===== src/asp_pkg.sv =====
package asp_pkg;
    // Protection mode strap codes {hi, lo}
    localparam logic [1:0] ASP_MODE_AUTORECOVERY = 2'h0;
    localparam logic [1:0] ASP_MODE_LATCHING     = 2'h1;
    localparam logic [1:0] ASP_MODE_PROT_OFF     = 2'h2;
    localparam logic [1:0] ASP_MODE_RESERVED     = 2'h3;
    localparam logic       ASP_OUT_BRIDGE_TIED   = 1'h0;
    // Autorecovery length in PWM cycles
    localparam int         ASP_AR_CYCLES         = 512;
    // Controller timing, microseconds and clock
    localparam int         ASP_CLK_MHZ           = 50;
    localparam int         ASP_RESET_MIN_US      = 800;
    localparam int         ASP_RESET_WAIT_US     = 1000;
    localparam int         ASP_RESET_MIN_CYC     = ASP_RESET_MIN_US * ASP_CLK_MHZ;
    localparam int         ASP_RESET_WAIT_CYC    = ASP_RESET_WAIT_US * ASP_CLK_MHZ;
    // PWM period at 50 MHz: 125..142 cycles (350..400 kHz); 128 gives 390.6 kHz
    localparam int         ASP_PWM_PERIOD_CYC    = 128;
    // Host register offsets
    localparam logic [3:0] ASP_REG_CTRL          = 4'h0;
    localparam logic [3:0] ASP_REG_STATUS        = 4'h4;
    localparam int         ASP_CTRL_ENABLE_BIT   = 0;
    localparam int         ASP_CTRL_DUTY_LSB     = 8;
    localparam logic [7:0] ASP_DUTY_RESET        = 8'h40;
    typedef enum logic [1:0] {
        ASP_ST_OK,
        ASP_ST_WARN,
        ASP_ST_OCUV,
        ASP_ST_OTE
    } asp_status_t;
endpackage


===== src/asp_link_if.sv =====
interface asp_link_if;
    logic pwm_input;
    logic reset_ctl_n;
    logic fault_flag_n_o;
    logic fault_flag_n_oe;
    logic temp_warn_n_o;
    logic temp_warn_n_oe;
    // Open-drain wires with internal pullup
    wire  fault_flag_n = fault_flag_n_oe ? fault_flag_n_o : 1'b1;
    wire  temp_warn_n  = temp_warn_n_oe ? temp_warn_n_o : 1'b1;
    modport stage (
        input  pwm_input, reset_ctl_n,
        output fault_flag_n_o, fault_flag_n_oe, temp_warn_n_o, temp_warn_n_oe
    );
    modport ctrl (
        output pwm_input, reset_ctl_n,
        input  fault_flag_n, temp_warn_n
    );
endinterface


===== src/asp_recovery_cnt.sv =====
module asp_recovery_cnt
    import asp_pkg::*;
#(
    parameter int N = ASP_AR_CYCLES
) (
    input  wire logic sys_clk,
    input  wire logic arst_n,
    input  wire logic clear,
    input  wire logic start,
    input  wire logic pwm_rise,
    output logic      half_reached,
    output logic      full_reached,
    output logic      busy
);
    localparam int W = $clog2(N) + 1;
    logic [W-1:0] cnt_reg;
    logic         run_reg;
    wire          at_end = (cnt_reg == W'(N));

    always_ff @(posedge sys_clk or negedge arst_n) begin
        if (!arst_n) begin
            cnt_reg <= '0;
            run_reg <= 1'b0;
        end else if (clear || at_end) begin // [RULE21]
            cnt_reg <= '0;
            run_reg <= 1'b0;
        end else if (start && !run_reg) begin
            cnt_reg <= '0;
            run_reg <= 1'b1;
        end else if (run_reg && pwm_rise) begin // [RULE15]
            cnt_reg <= cnt_reg + W'(1);
        end
    end

    assign half_reached = run_reg && (cnt_reg >= W'(N / 2));
    assign full_reached = run_reg && at_end;
    assign busy         = run_reg;
endmodule


===== src/asp_stage.sv =====
// Operation
// RULE1 - Reset low: all transistors off, Hi-Z
// RULE2 - Controller holds reset low 800 us, 1 ms
// RULE3 - Release only with PWM at 350-400 kHz
// RULE4 - PWM never stuck high while enabled
// RULE5 - Power-down: reset low before PWM stops
// RULE6 - Fault flag low in protection, else high
// RULE7 - Reset low releases fault flag high
// RULE8 - Warning low above 125 C, shared
// RULE9 - Status pair decodes OVER_TEMP_ERROR, warn, OC/UV, normal
// RULE10 - Any error sets latch, forces Hi-Z
// RULE11 - Latch clears at reset fall; resume when clean
// RULE12 - Reset low also mutes switching
// RULE13 - Overcurrent per transistor is an error
// RULE14 - Gate supply undervoltage is an error
// RULE15 - Recovery delay counts PWM input cycles
// RULE16 - Autorecovery: clear at n/2, resume at n
// RULE17 - Latching mode: Hi-Z until reset toggles
// RULE18 - Protection-off mode ignores all detections
// RULE19 - Straps select autorecovery, latching, off
// RULE20 - Output strap 0 selects bridge-tied
// RULE21 - Straps static; counter on PWM rise
module asp_stage
    import asp_pkg::*;
#(
    parameter int N_BRIDGES = 2,
    parameter int AR_CYCLES = ASP_AR_CYCLES
) (
    input  wire logic                   sys_clk,
    input  wire logic                   arst_n,
    asp_link_if.stage                   link,
    input  wire logic                   prot_mode_strap_hi,
    input  wire logic                   prot_mode_strap_lo,
    input  wire logic                   output_mode_strap,
    input  wire logic [N_BRIDGES*2-1:0] overcurrent_fault,
    input  wire logic                   undervoltage_fault,
    input  wire logic                   over_temp_error,
    input  wire logic                   temp_over_125c,
    output logic [N_BRIDGES-1:0]        hs_gate_on,
    output logic [N_BRIDGES-1:0]        ls_gate_on,
    output logic                        bridge_hiz,
    output logic                        prot_latched
);
    ////////////////////////////////////////////////////////////////////////////
    logic [1:0]           mode_reg;
    logic                 btl_ok_reg;
    logic                 strap_taken_reg;
    logic                 latch_reg;
    logic                 ar_hold_reg;
    logic                 rst_d_reg;
    logic                 pwm_d_reg;
    logic                 fault_o_reg;
    logic                 fault_oe_reg;
    logic                 warn_oe_reg;
    logic                 warn_o_reg;
    logic                 hiz_reg;
    logic [N_BRIDGES-1:0] hs_reg;
    logic [N_BRIDGES-1:0] ls_reg;

    // Edge detectors reset to the idle pin levels: no false edge
    wire rst_low    = !link.reset_ctl_n;
    wire rst_fall   = rst_d_reg && rst_low;
    wire pwm_rise   = link.pwm_input && !pwm_d_reg;
    // Straps read as {hi, lo}; anything but bridge-tied keeps the stage off
    wire [1:0] strap_code = {prot_mode_strap_hi, prot_mode_strap_lo};
    wire       strap_btl  = (output_mode_strap == ASP_OUT_BRIDGE_TIED);
    wire mode_ar    = (mode_reg == ASP_MODE_AUTORECOVERY);   // [RULE19]
    // Reserved strap code falls through to latching: the safest reading
    wire mode_off   = (mode_reg == ASP_MODE_PROT_OFF);
    // Every transistor and the shared senses feed one latch
    wire any_oc     = |overcurrent_fault;                     // [RULE13]
    wire raw_error  = any_oc || undervoltage_fault || over_temp_error; // [RULE14]
    wire error_evt  = raw_error && !mode_off;                 // [RULE18]
    wire ar_half;
    wire ar_full;
    wire ar_busy;

    // One recovery counter serves both bridges
    asp_recovery_cnt #(.N(AR_CYCLES)) u_ar (
        .sys_clk      (sys_clk),
        .arst_n       (arst_n),
        .clear        (rst_low),
        .start        (mode_ar && latch_reg),
        .pwm_rise     (pwm_rise),
        .half_reached (ar_half),
        .full_reached (ar_full),
        .busy         (ar_busy)
    );

    // Drive allowed only with reset high, no latch, no hold, BRIDGE_TIED_OUTPUT strap
    wire run_ok     = !rst_low && !latch_reg && !ar_hold_reg && btl_ok_reg
                      && !error_evt;                          // [RULE20]
    wire hiz_next   = !run_ok;
    wire hold_set   = mode_ar && ar_busy && ar_half;
    wire hold_clr   = rst_low || ar_full;
    // Fault pin is masked while reset is low; the warning pin never is
    wire fault_oe_next = !rst_low && latch_reg;
    wire warn_oe_next  = temp_over_125c || over_temp_error;
    ////////////////////////////////////////////////////////////////////////////
    // Straps caught once after reset release, then held static
    always_ff @(posedge sys_clk or negedge arst_n) begin
        if (!arst_n) begin
            mode_reg        <= ASP_MODE_RESERVED;
            btl_ok_reg      <= 1'b0;
            strap_taken_reg <= 1'b0;
        end else if (!strap_taken_reg) begin
            mode_reg        <= strap_code;                     // [RULE21]
            btl_ok_reg      <= strap_btl;
            strap_taken_reg <= 1'b1;
        end
    end

    always_ff @(posedge sys_clk or negedge arst_n) begin
        if (!arst_n) begin
            rst_d_reg <= 1'b0;
            pwm_d_reg <= 1'b0;
        end else begin
            rst_d_reg <= link.reset_ctl_n;
            pwm_d_reg <= link.pwm_input;
        end
    end

    // New error wins over any clear in the same cycle
    always_ff @(posedge sys_clk or negedge arst_n) begin
        if (!arst_n) begin
            latch_reg <= 1'b0;
        end else if (error_evt && strap_taken_reg) begin
            latch_reg <= 1'b1;                                 // [RULE10]
        end else if (rst_fall) begin
            latch_reg <= 1'b0;                                 // [RULE11] [RULE17]
        end else if (mode_ar && ar_half) begin
            latch_reg <= 1'b0;                                 // [RULE16]
        end
    end

    // Hold Hi-Z from n/2 until n, like reset low then high
    always_ff @(posedge sys_clk or negedge arst_n) begin
        if (!arst_n) begin
            ar_hold_reg <= 1'b0;
        end else if (hold_clr) begin
            ar_hold_reg <= 1'b0;                               // [RULE16]
        end else if (hold_set) begin
            ar_hold_reg <= 1'b1;
        end
    end

    ////////////////////////////////////////////////////////////////////////////
    // Hi-Z until every drive condition holds
    always_ff @(posedge sys_clk or negedge arst_n) begin
        if (!arst_n) begin
            hiz_reg <= 1'b1;
        end else begin
            hiz_reg <= hiz_next;                               // [RULE1] [RULE12]
        end
    end

    // Gate drive follows PWM; non-overlap left to the analog driver
    genvar b;
    generate
        for (b = 0; b < N_BRIDGES; b = b + 1) begin : g_bridge
            wire hs_next = run_ok && link.pwm_input;
            wire ls_next = run_ok && !link.pwm_input;
            always_ff @(posedge sys_clk or negedge arst_n) begin
                if (!arst_n) begin
                    hs_reg[b] <= 1'b0;
                    ls_reg[b] <= 1'b0;
                end else begin
                    hs_reg[b] <= hs_next;
                    ls_reg[b] <= ls_next;
                end
            end
        end
    endgenerate

    // Open-drain: enable means pulling low
    always_ff @(posedge sys_clk or negedge arst_n) begin
        if (!arst_n) begin
            fault_o_reg  <= 1'b0;
            fault_oe_reg <= 1'b0;
        end else begin
            fault_o_reg  <= 1'b0;
            fault_oe_reg <= fault_oe_next;                     // [RULE6] [RULE7] [RULE9]
        end
    end

    // Shared temperature sense; the level driven is always low
    always_ff @(posedge sys_clk or negedge arst_n) begin
        if (!arst_n) begin
            warn_o_reg  <= 1'b0;
            warn_oe_reg <= 1'b0;
        end else begin
            warn_o_reg  <= 1'b0;
            warn_oe_reg <= warn_oe_next;                       // [RULE8] [RULE9]
        end
    end

    assign link.fault_flag_n_o  = fault_o_reg;
    assign link.fault_flag_n_oe = fault_oe_reg;
    assign link.temp_warn_n_o   = warn_o_reg;
    assign link.temp_warn_n_oe  = warn_oe_reg;
    assign hs_gate_on           = hs_reg;
    assign ls_gate_on           = ls_reg;
    assign bridge_hiz           = hiz_reg;
    assign prot_latched         = latch_reg;
endmodule


===== src/flat_wrapper.sv =====
// flat-port wrapper written by rule: the top's interface ports become plain ports
module asp_stage_flat import asp_pkg::*;
#(
    parameter int N_BRIDGES = 2,
    parameter int AR_CYCLES = ASP_AR_CYCLES
)
  (sys_clk, arst_n, prot_mode_strap_hi, prot_mode_strap_lo, output_mode_strap, overcurrent_fault, undervoltage_fault, over_temp_error, temp_over_125c, hs_gate_on, ls_gate_on, bridge_hiz, prot_latched, link_pwm_input, link_reset_ctl_n, link_fault_flag_n_o, link_fault_flag_n_oe, link_temp_warn_n_o, link_temp_warn_n_oe);
  asp_link_if link_i ();
  input  wire logic sys_clk;
  input  wire logic arst_n;
  input  wire logic prot_mode_strap_hi;
  input  wire logic prot_mode_strap_lo;
  input  wire logic output_mode_strap;
  input  wire logic [N_BRIDGES*2-1:0] overcurrent_fault;
  input  wire logic undervoltage_fault;
  input  wire logic over_temp_error;
  input  wire logic temp_over_125c;
  output logic [N_BRIDGES-1:0] hs_gate_on;
  output logic [N_BRIDGES-1:0] ls_gate_on;
  output logic bridge_hiz;
  output logic prot_latched;
  input wire logic [$bits(link_i.pwm_input)-1:0] link_pwm_input;
  input wire logic [$bits(link_i.reset_ctl_n)-1:0] link_reset_ctl_n;
  output wire logic [$bits(link_i.fault_flag_n_o)-1:0] link_fault_flag_n_o;
  output wire logic [$bits(link_i.fault_flag_n_oe)-1:0] link_fault_flag_n_oe;
  output wire logic [$bits(link_i.temp_warn_n_o)-1:0] link_temp_warn_n_o;
  output wire logic [$bits(link_i.temp_warn_n_oe)-1:0] link_temp_warn_n_oe;
  assign link_i.pwm_input = link_pwm_input;
  assign link_i.reset_ctl_n = link_reset_ctl_n;
  assign link_fault_flag_n_o = link_i.fault_flag_n_o;
  assign link_fault_flag_n_oe = link_i.fault_flag_n_oe;
  assign link_temp_warn_n_o = link_i.temp_warn_n_o;
  assign link_temp_warn_n_oe = link_i.temp_warn_n_oe;
  asp_stage #(.N_BRIDGES(N_BRIDGES), .AR_CYCLES(AR_CYCLES)) u_core (.sys_clk(sys_clk), .arst_n(arst_n), .link(link_i), .prot_mode_strap_hi(prot_mode_strap_hi), .prot_mode_strap_lo(prot_mode_strap_lo), .output_mode_strap(output_mode_strap), .overcurrent_fault(overcurrent_fault), .undervoltage_fault(undervoltage_fault), .over_temp_error(over_temp_error), .temp_over_125c(temp_over_125c), .hs_gate_on(hs_gate_on), .ls_gate_on(ls_gate_on), .bridge_hiz(bridge_hiz), .prot_latched(prot_latched));
endmodule

===== config.mk =====
export PLATFORM = sky130hd
export DESIGN_NAME = asp_stage_flat
export DESIGN_NICKNAME = d
export VERILOG_FILES = /design/src/asp_pkg.sv /design/src/asp_link_if.sv /design/src/asp_recovery_cnt.sv /design/src/asp_stage.sv /design/src/flat_wrapper.sv
export SDC_FILE = /design/constraint.sdc
export NUM_CORES = 1
export LEC_CHECK = 0
export ABC_CLOCK_PERIOD_IN_PS = 1480
export BUFFER_PORTS_ARGS = -buffer_cell sky130_fd_sc_hd__buf_4
export CELL_PAD_IN_SITES_DETAIL_PLACEMENT = 1
export CELL_PAD_IN_SITES_GLOBAL_PLACEMENT = 1
export CORE_MARGIN = 1.5
export CORE_UTILIZATION = 35
export CTS_CLUSTER_SIZE = 8
export DETAILED_ROUTE_END_ITERATION = 6
export PLACE_DENSITY = 0.74
export SETUP_SLACK_MARGIN = 0.02
export SLEW_MARGIN = 30
export SYNTH_ARGS = -nofsm -noshare
export SYNTH_HDL_FRONTEND = slang
export SYNTH_SLANG_ARGS = --single-unit

===== constraint.sdc =====
create_clock -name sys_clk -period 1.48 [get_ports sys_clk]
set_input_delay 0 -clock sys_clk [delete_from_list [all_inputs] [get_ports sys_clk]]
set_output_delay 0 -clock sys_clk [all_outputs]
set_load 0.01 [all_outputs]

==> flow_metrics.py <==
metrics = {
    "clocking": {
        "clock_latency_on_the_worst_skew_pair_ns": 0.31,
        "root_buffer": "clkbuf_4",
        "cts_buffers": 3,
        "tritoncts": "yes",
        "clkSinkCount": 24,
        "number_of_levels_the_h_tree_was_split_into": 1,
        "cts_buffer_depth": 2,
        "cts.clk_slew.worst_paths_ns": 0.14,
        "post_cts_buffers": 0,
    },
    "timing": {
        "report.final.setup_viol": 11,
        "skew_ns": 0.0113,
        "finalWorstPathRequiredPeriod_ns": 1.59,
        "achievable-frequency_mhz": 628,
        "report.final.slew_viol_count": 0,
        "tns_ns": -0.729,
        "fin_crit_sh": 1.08,
        "finalHoldViolCount": 0,
        "rsz0062_at_grt": "yes",
        "timing.final.ws_setup_ns": -0.112,
        "finalHoldWorstSlack_ns": 0.102,
    },
    "grt": {
        "largest_net_degree_at_the_start_of_global_routing": 25,
        "grt_util_met3": 0.0235,
        "global_route_wire_length_before_repair_microns": 5400,
        "grt_most_used_layer": "met2",
        "first_global_vias": 1115,
        "grt_use_total": 0.200,
        "grtUsageMet1": 0.248,
        "globalRouteMet2Util": 0.359,
        "overflow": 0,
        "number_of_antenna_violations_at_the_first_check_in_global_routing": 0,
    },
    "die": {
        "io_pins": 24,
        "die_h_microns": 60.9,
        "die_width_microns": 60.9,
        "design.core.area_sq_um": 3130,
        "num_rows": 20,
        "initial_utilization": 0.375,
        "dieArea_sq_um": 3710,
    },
    "finish": {
        "largest_register_ff_count": 10,
        "fillCellCount": 356,
        "layout-area-overhead-vs-synth_pct": 40.7,
        "fin_util": 0.528,
        "nets": 167,
        "fin_area_sq_um": 1650,
        "drive_gt1_frac": 0.420,
        "antenna_cells_inserted": 0,
    },
    "synthesis": {
        "ffs_latches_synth": 24,
        "synth.area.top_cells": "dfrtp_1 (45%), dfstp_2 (6.7%), a211oi_1 (3.2%)",
        "avgSynthCellArea_sq_um": 11.3,
        "count_of_flip_flops_with_a_built_in_enable_after_synthesis": 0,
        "proportion_of_netlist_area_held_by_the_largest_area_contributor": 0.448,
        "number_of_different_library_cells_in_the_post_synthesis_netlist": 39,
        "asyncSetResetFlopFracSynth": 1.00,
        "post_synth_inst_count": 104,
        "dominantRegCellSynth": "dfrtp_1",
        "yosys_warnings": 0,
        "syn_area_sq_um": 1170,
        "synth_top_cell_by_area": "dfrtp_1",
        "synth-seq-area-share": 0.515,
    },
    "route": {
        "wl_per_cell_microns": 16.8,
        "avgViaCountPerCell": 4.99,
        "route.vias.total": 968,
        "drtIter0Drc": 18,
        "drc": 0,
        "final_antenna_net_count": 0,
        "drt-total-wl_microns": 3250,
        "dr.pass1.iters": 4,
    },
    "pwr": {
        "worst_ir_drop_vdd_mv": 0.545,
        "power.static_leakage_nw": 0.724,
        "power.density_cell_area_nw_per_um2": 750,
        "total_power_w": 0.00124,
    },
    "setup_path": {
        "critical_path.max_stage_delay_ns": 0.51,
        "start_kind": "flop",
        "reg2reg_depth": 4,
        "critical_path.top_delay_family": "simple AND/OR/NAND/NOR gates",
        "crit_path_cell_trace": "ha_4 -> nand4b_4 -> or4_4 -> a211oi_2",
        "endpoint_kind": "flop",
        "critPathArrivalTime_ns": 1.82,
        "worst_path_bufs_invs": 0,
        "worst-setup-path-type": "flop to flop",
        "critical_path_depth": 4,
        "timing.critical_path.slowest_stage_cell": "or4_4",
        "crit_path_max_fanout": 5,
        "data_required_time_of_the_worst_path_ns": 1.71,
    },
    "worst_hold_path": {
        "min-delay-path-class": "primary input to asynchronous set/reset pin",
    },
    "run": {
        "max_cap_violations": 0,
    },
    "place": {
        "routabilityCongestion": 0.824,
        "detailed_place.area_sq_um": 1510,
        "io_buffer_count": 21,
        "detailed_place_hpwl_microns": 2360,
    },
    "run_status": {
        "violations_in_the_final_reports": "setup timing",
        "run_status": "finished with violations",
    },
}
==> timing repair <==
action                                 CTS  global route
gates resized for setup                  1             4
endpoints found under the hold margin   34             0
pin swaps                                0             4
hold buffers                             8             0
setup endpoints to repair               11            12
==> logic make-up after synthesis <==
kind of cell               after synthesis  synth area share
and+or+nand+nor                         37             0.205
xor gates and xnor gates                 2            0.0149
other                                    2           0.00640
buffers and inverters                   13            0.0576
muxes                                    4            0.0362
adders and majority gates                2            0.0213
DFF                                     24             0.515
AOI/OAI and AO/OA                       20             0.144
==> synth_stat cells, drive strengths merged (2+ instances only) <==
| library cell | n |
|---|---|
| a211oi | 8 |
| a21oi | 2 |
| buf | 5 |
| conb | 2 |
| dfrtp | 21 |
| dfstp | 3 |
| ha | 2 |
| inv | 7 |
| mux2 | 2 |
| mux2i | 2 |
| nand2 | 3 |
| nand3 | 3 |
| nand4 | 2 |
| nand4b | 2 |
| nor2 | 3 |
| nor3 | 4 |
| nor4 | 2 |
| o21ai | 3 |
| o31ai | 5 |
| or2 | 2 |
| or3 | 4 |
| or4 | 5 |
==> layout by cell type, fill, tap and decap left out, types with 2 or more instances in the layout <==
cell           netlist  final
dfstp_2              3      3
inv_1                7      7
or4_4                1      3
nand4_1              2      2
a211oi_2             3      5
nor2_1               3      3
a21oi_1              2      2
nor3_1               4      4
or3_1                3      3
mux2_2               2      2
dlygate4sd3_1        0      8
conb_1               2      3
clkbuf_4             0      3
nand2_1              3      3
or2_2                2      2
dfrtp_1             21     21
a211oi_1             5      3
buf_4                5     38
or4_1                4      2
nor4_1               2      2
mux2i_1              2      2
nand3_1              3      3
o21ai_0              3      3
o31ai_1              4      4
==> cell type report <==
class | instances | area, sq um | area share
Clock buffer | 4 | 36.3 | 0.0220
Multi-Input combinational cell | 68 | 544 | 0.330
Timing Repair Buffer | 47 | 385 | 0.233
Inverter | 7 | 26.3 | 0.0159
Sequential cell | 24 | 604 | 0.366
Tap cell | 44 | 55.1 | 0.0333
==> layer usage <==
metal,vias up,wire [microns]
met4,0,59
met2,10,1730
met3,7,60
met5,-,0
met1,484,1400
li1,467,-
==> report_power, final <==
part           switching [W]  internal, W  total, W
sequential         0.0000197     0.000685  0.000705
combinational      0.0000909    0.0000925  0.000183
clock               0.000200     0.000150  0.000351
total               0.000311     0.000928   0.00124
==> path summary, 6_finish.rpt <==
path | slack (ns) | start | to
setup / recovery | -0.11 | u_core.u_ar.cnt_reg[1] | u_core.u_ar.cnt_reg[8]
hold / removal | 0.10 | arst_n | u_core.u_ar.cnt_reg[3]
setup reg to reg | -0.11 | u_core.u_ar.cnt_reg[1] | u_core.u_ar.cnt_reg[8]
hold reg to reg | 0.54 | u_core.ar_hold_reg | u_core.ar_hold_reg
max in group asynchronous | 1.08 | arst_n | u_core.bridge_hiz
min in group sys_clk | 0.24 | undervoltage_fault | u_core.ls_gate_on[1]
==> through the flow <==
stage | std cells | setup slack, ns
2_1_floorplan | 105 | -0.00759
3_3_place_gp | 182 | -0.00148
3_5_place_dp | 182 | -0.0831
4_1_cts | 194 | -0.108
5_1_grt | 194 | -0.162
6_report | 194 | -0.112
No activity file was read; power rests on OpenSTA's default activity.
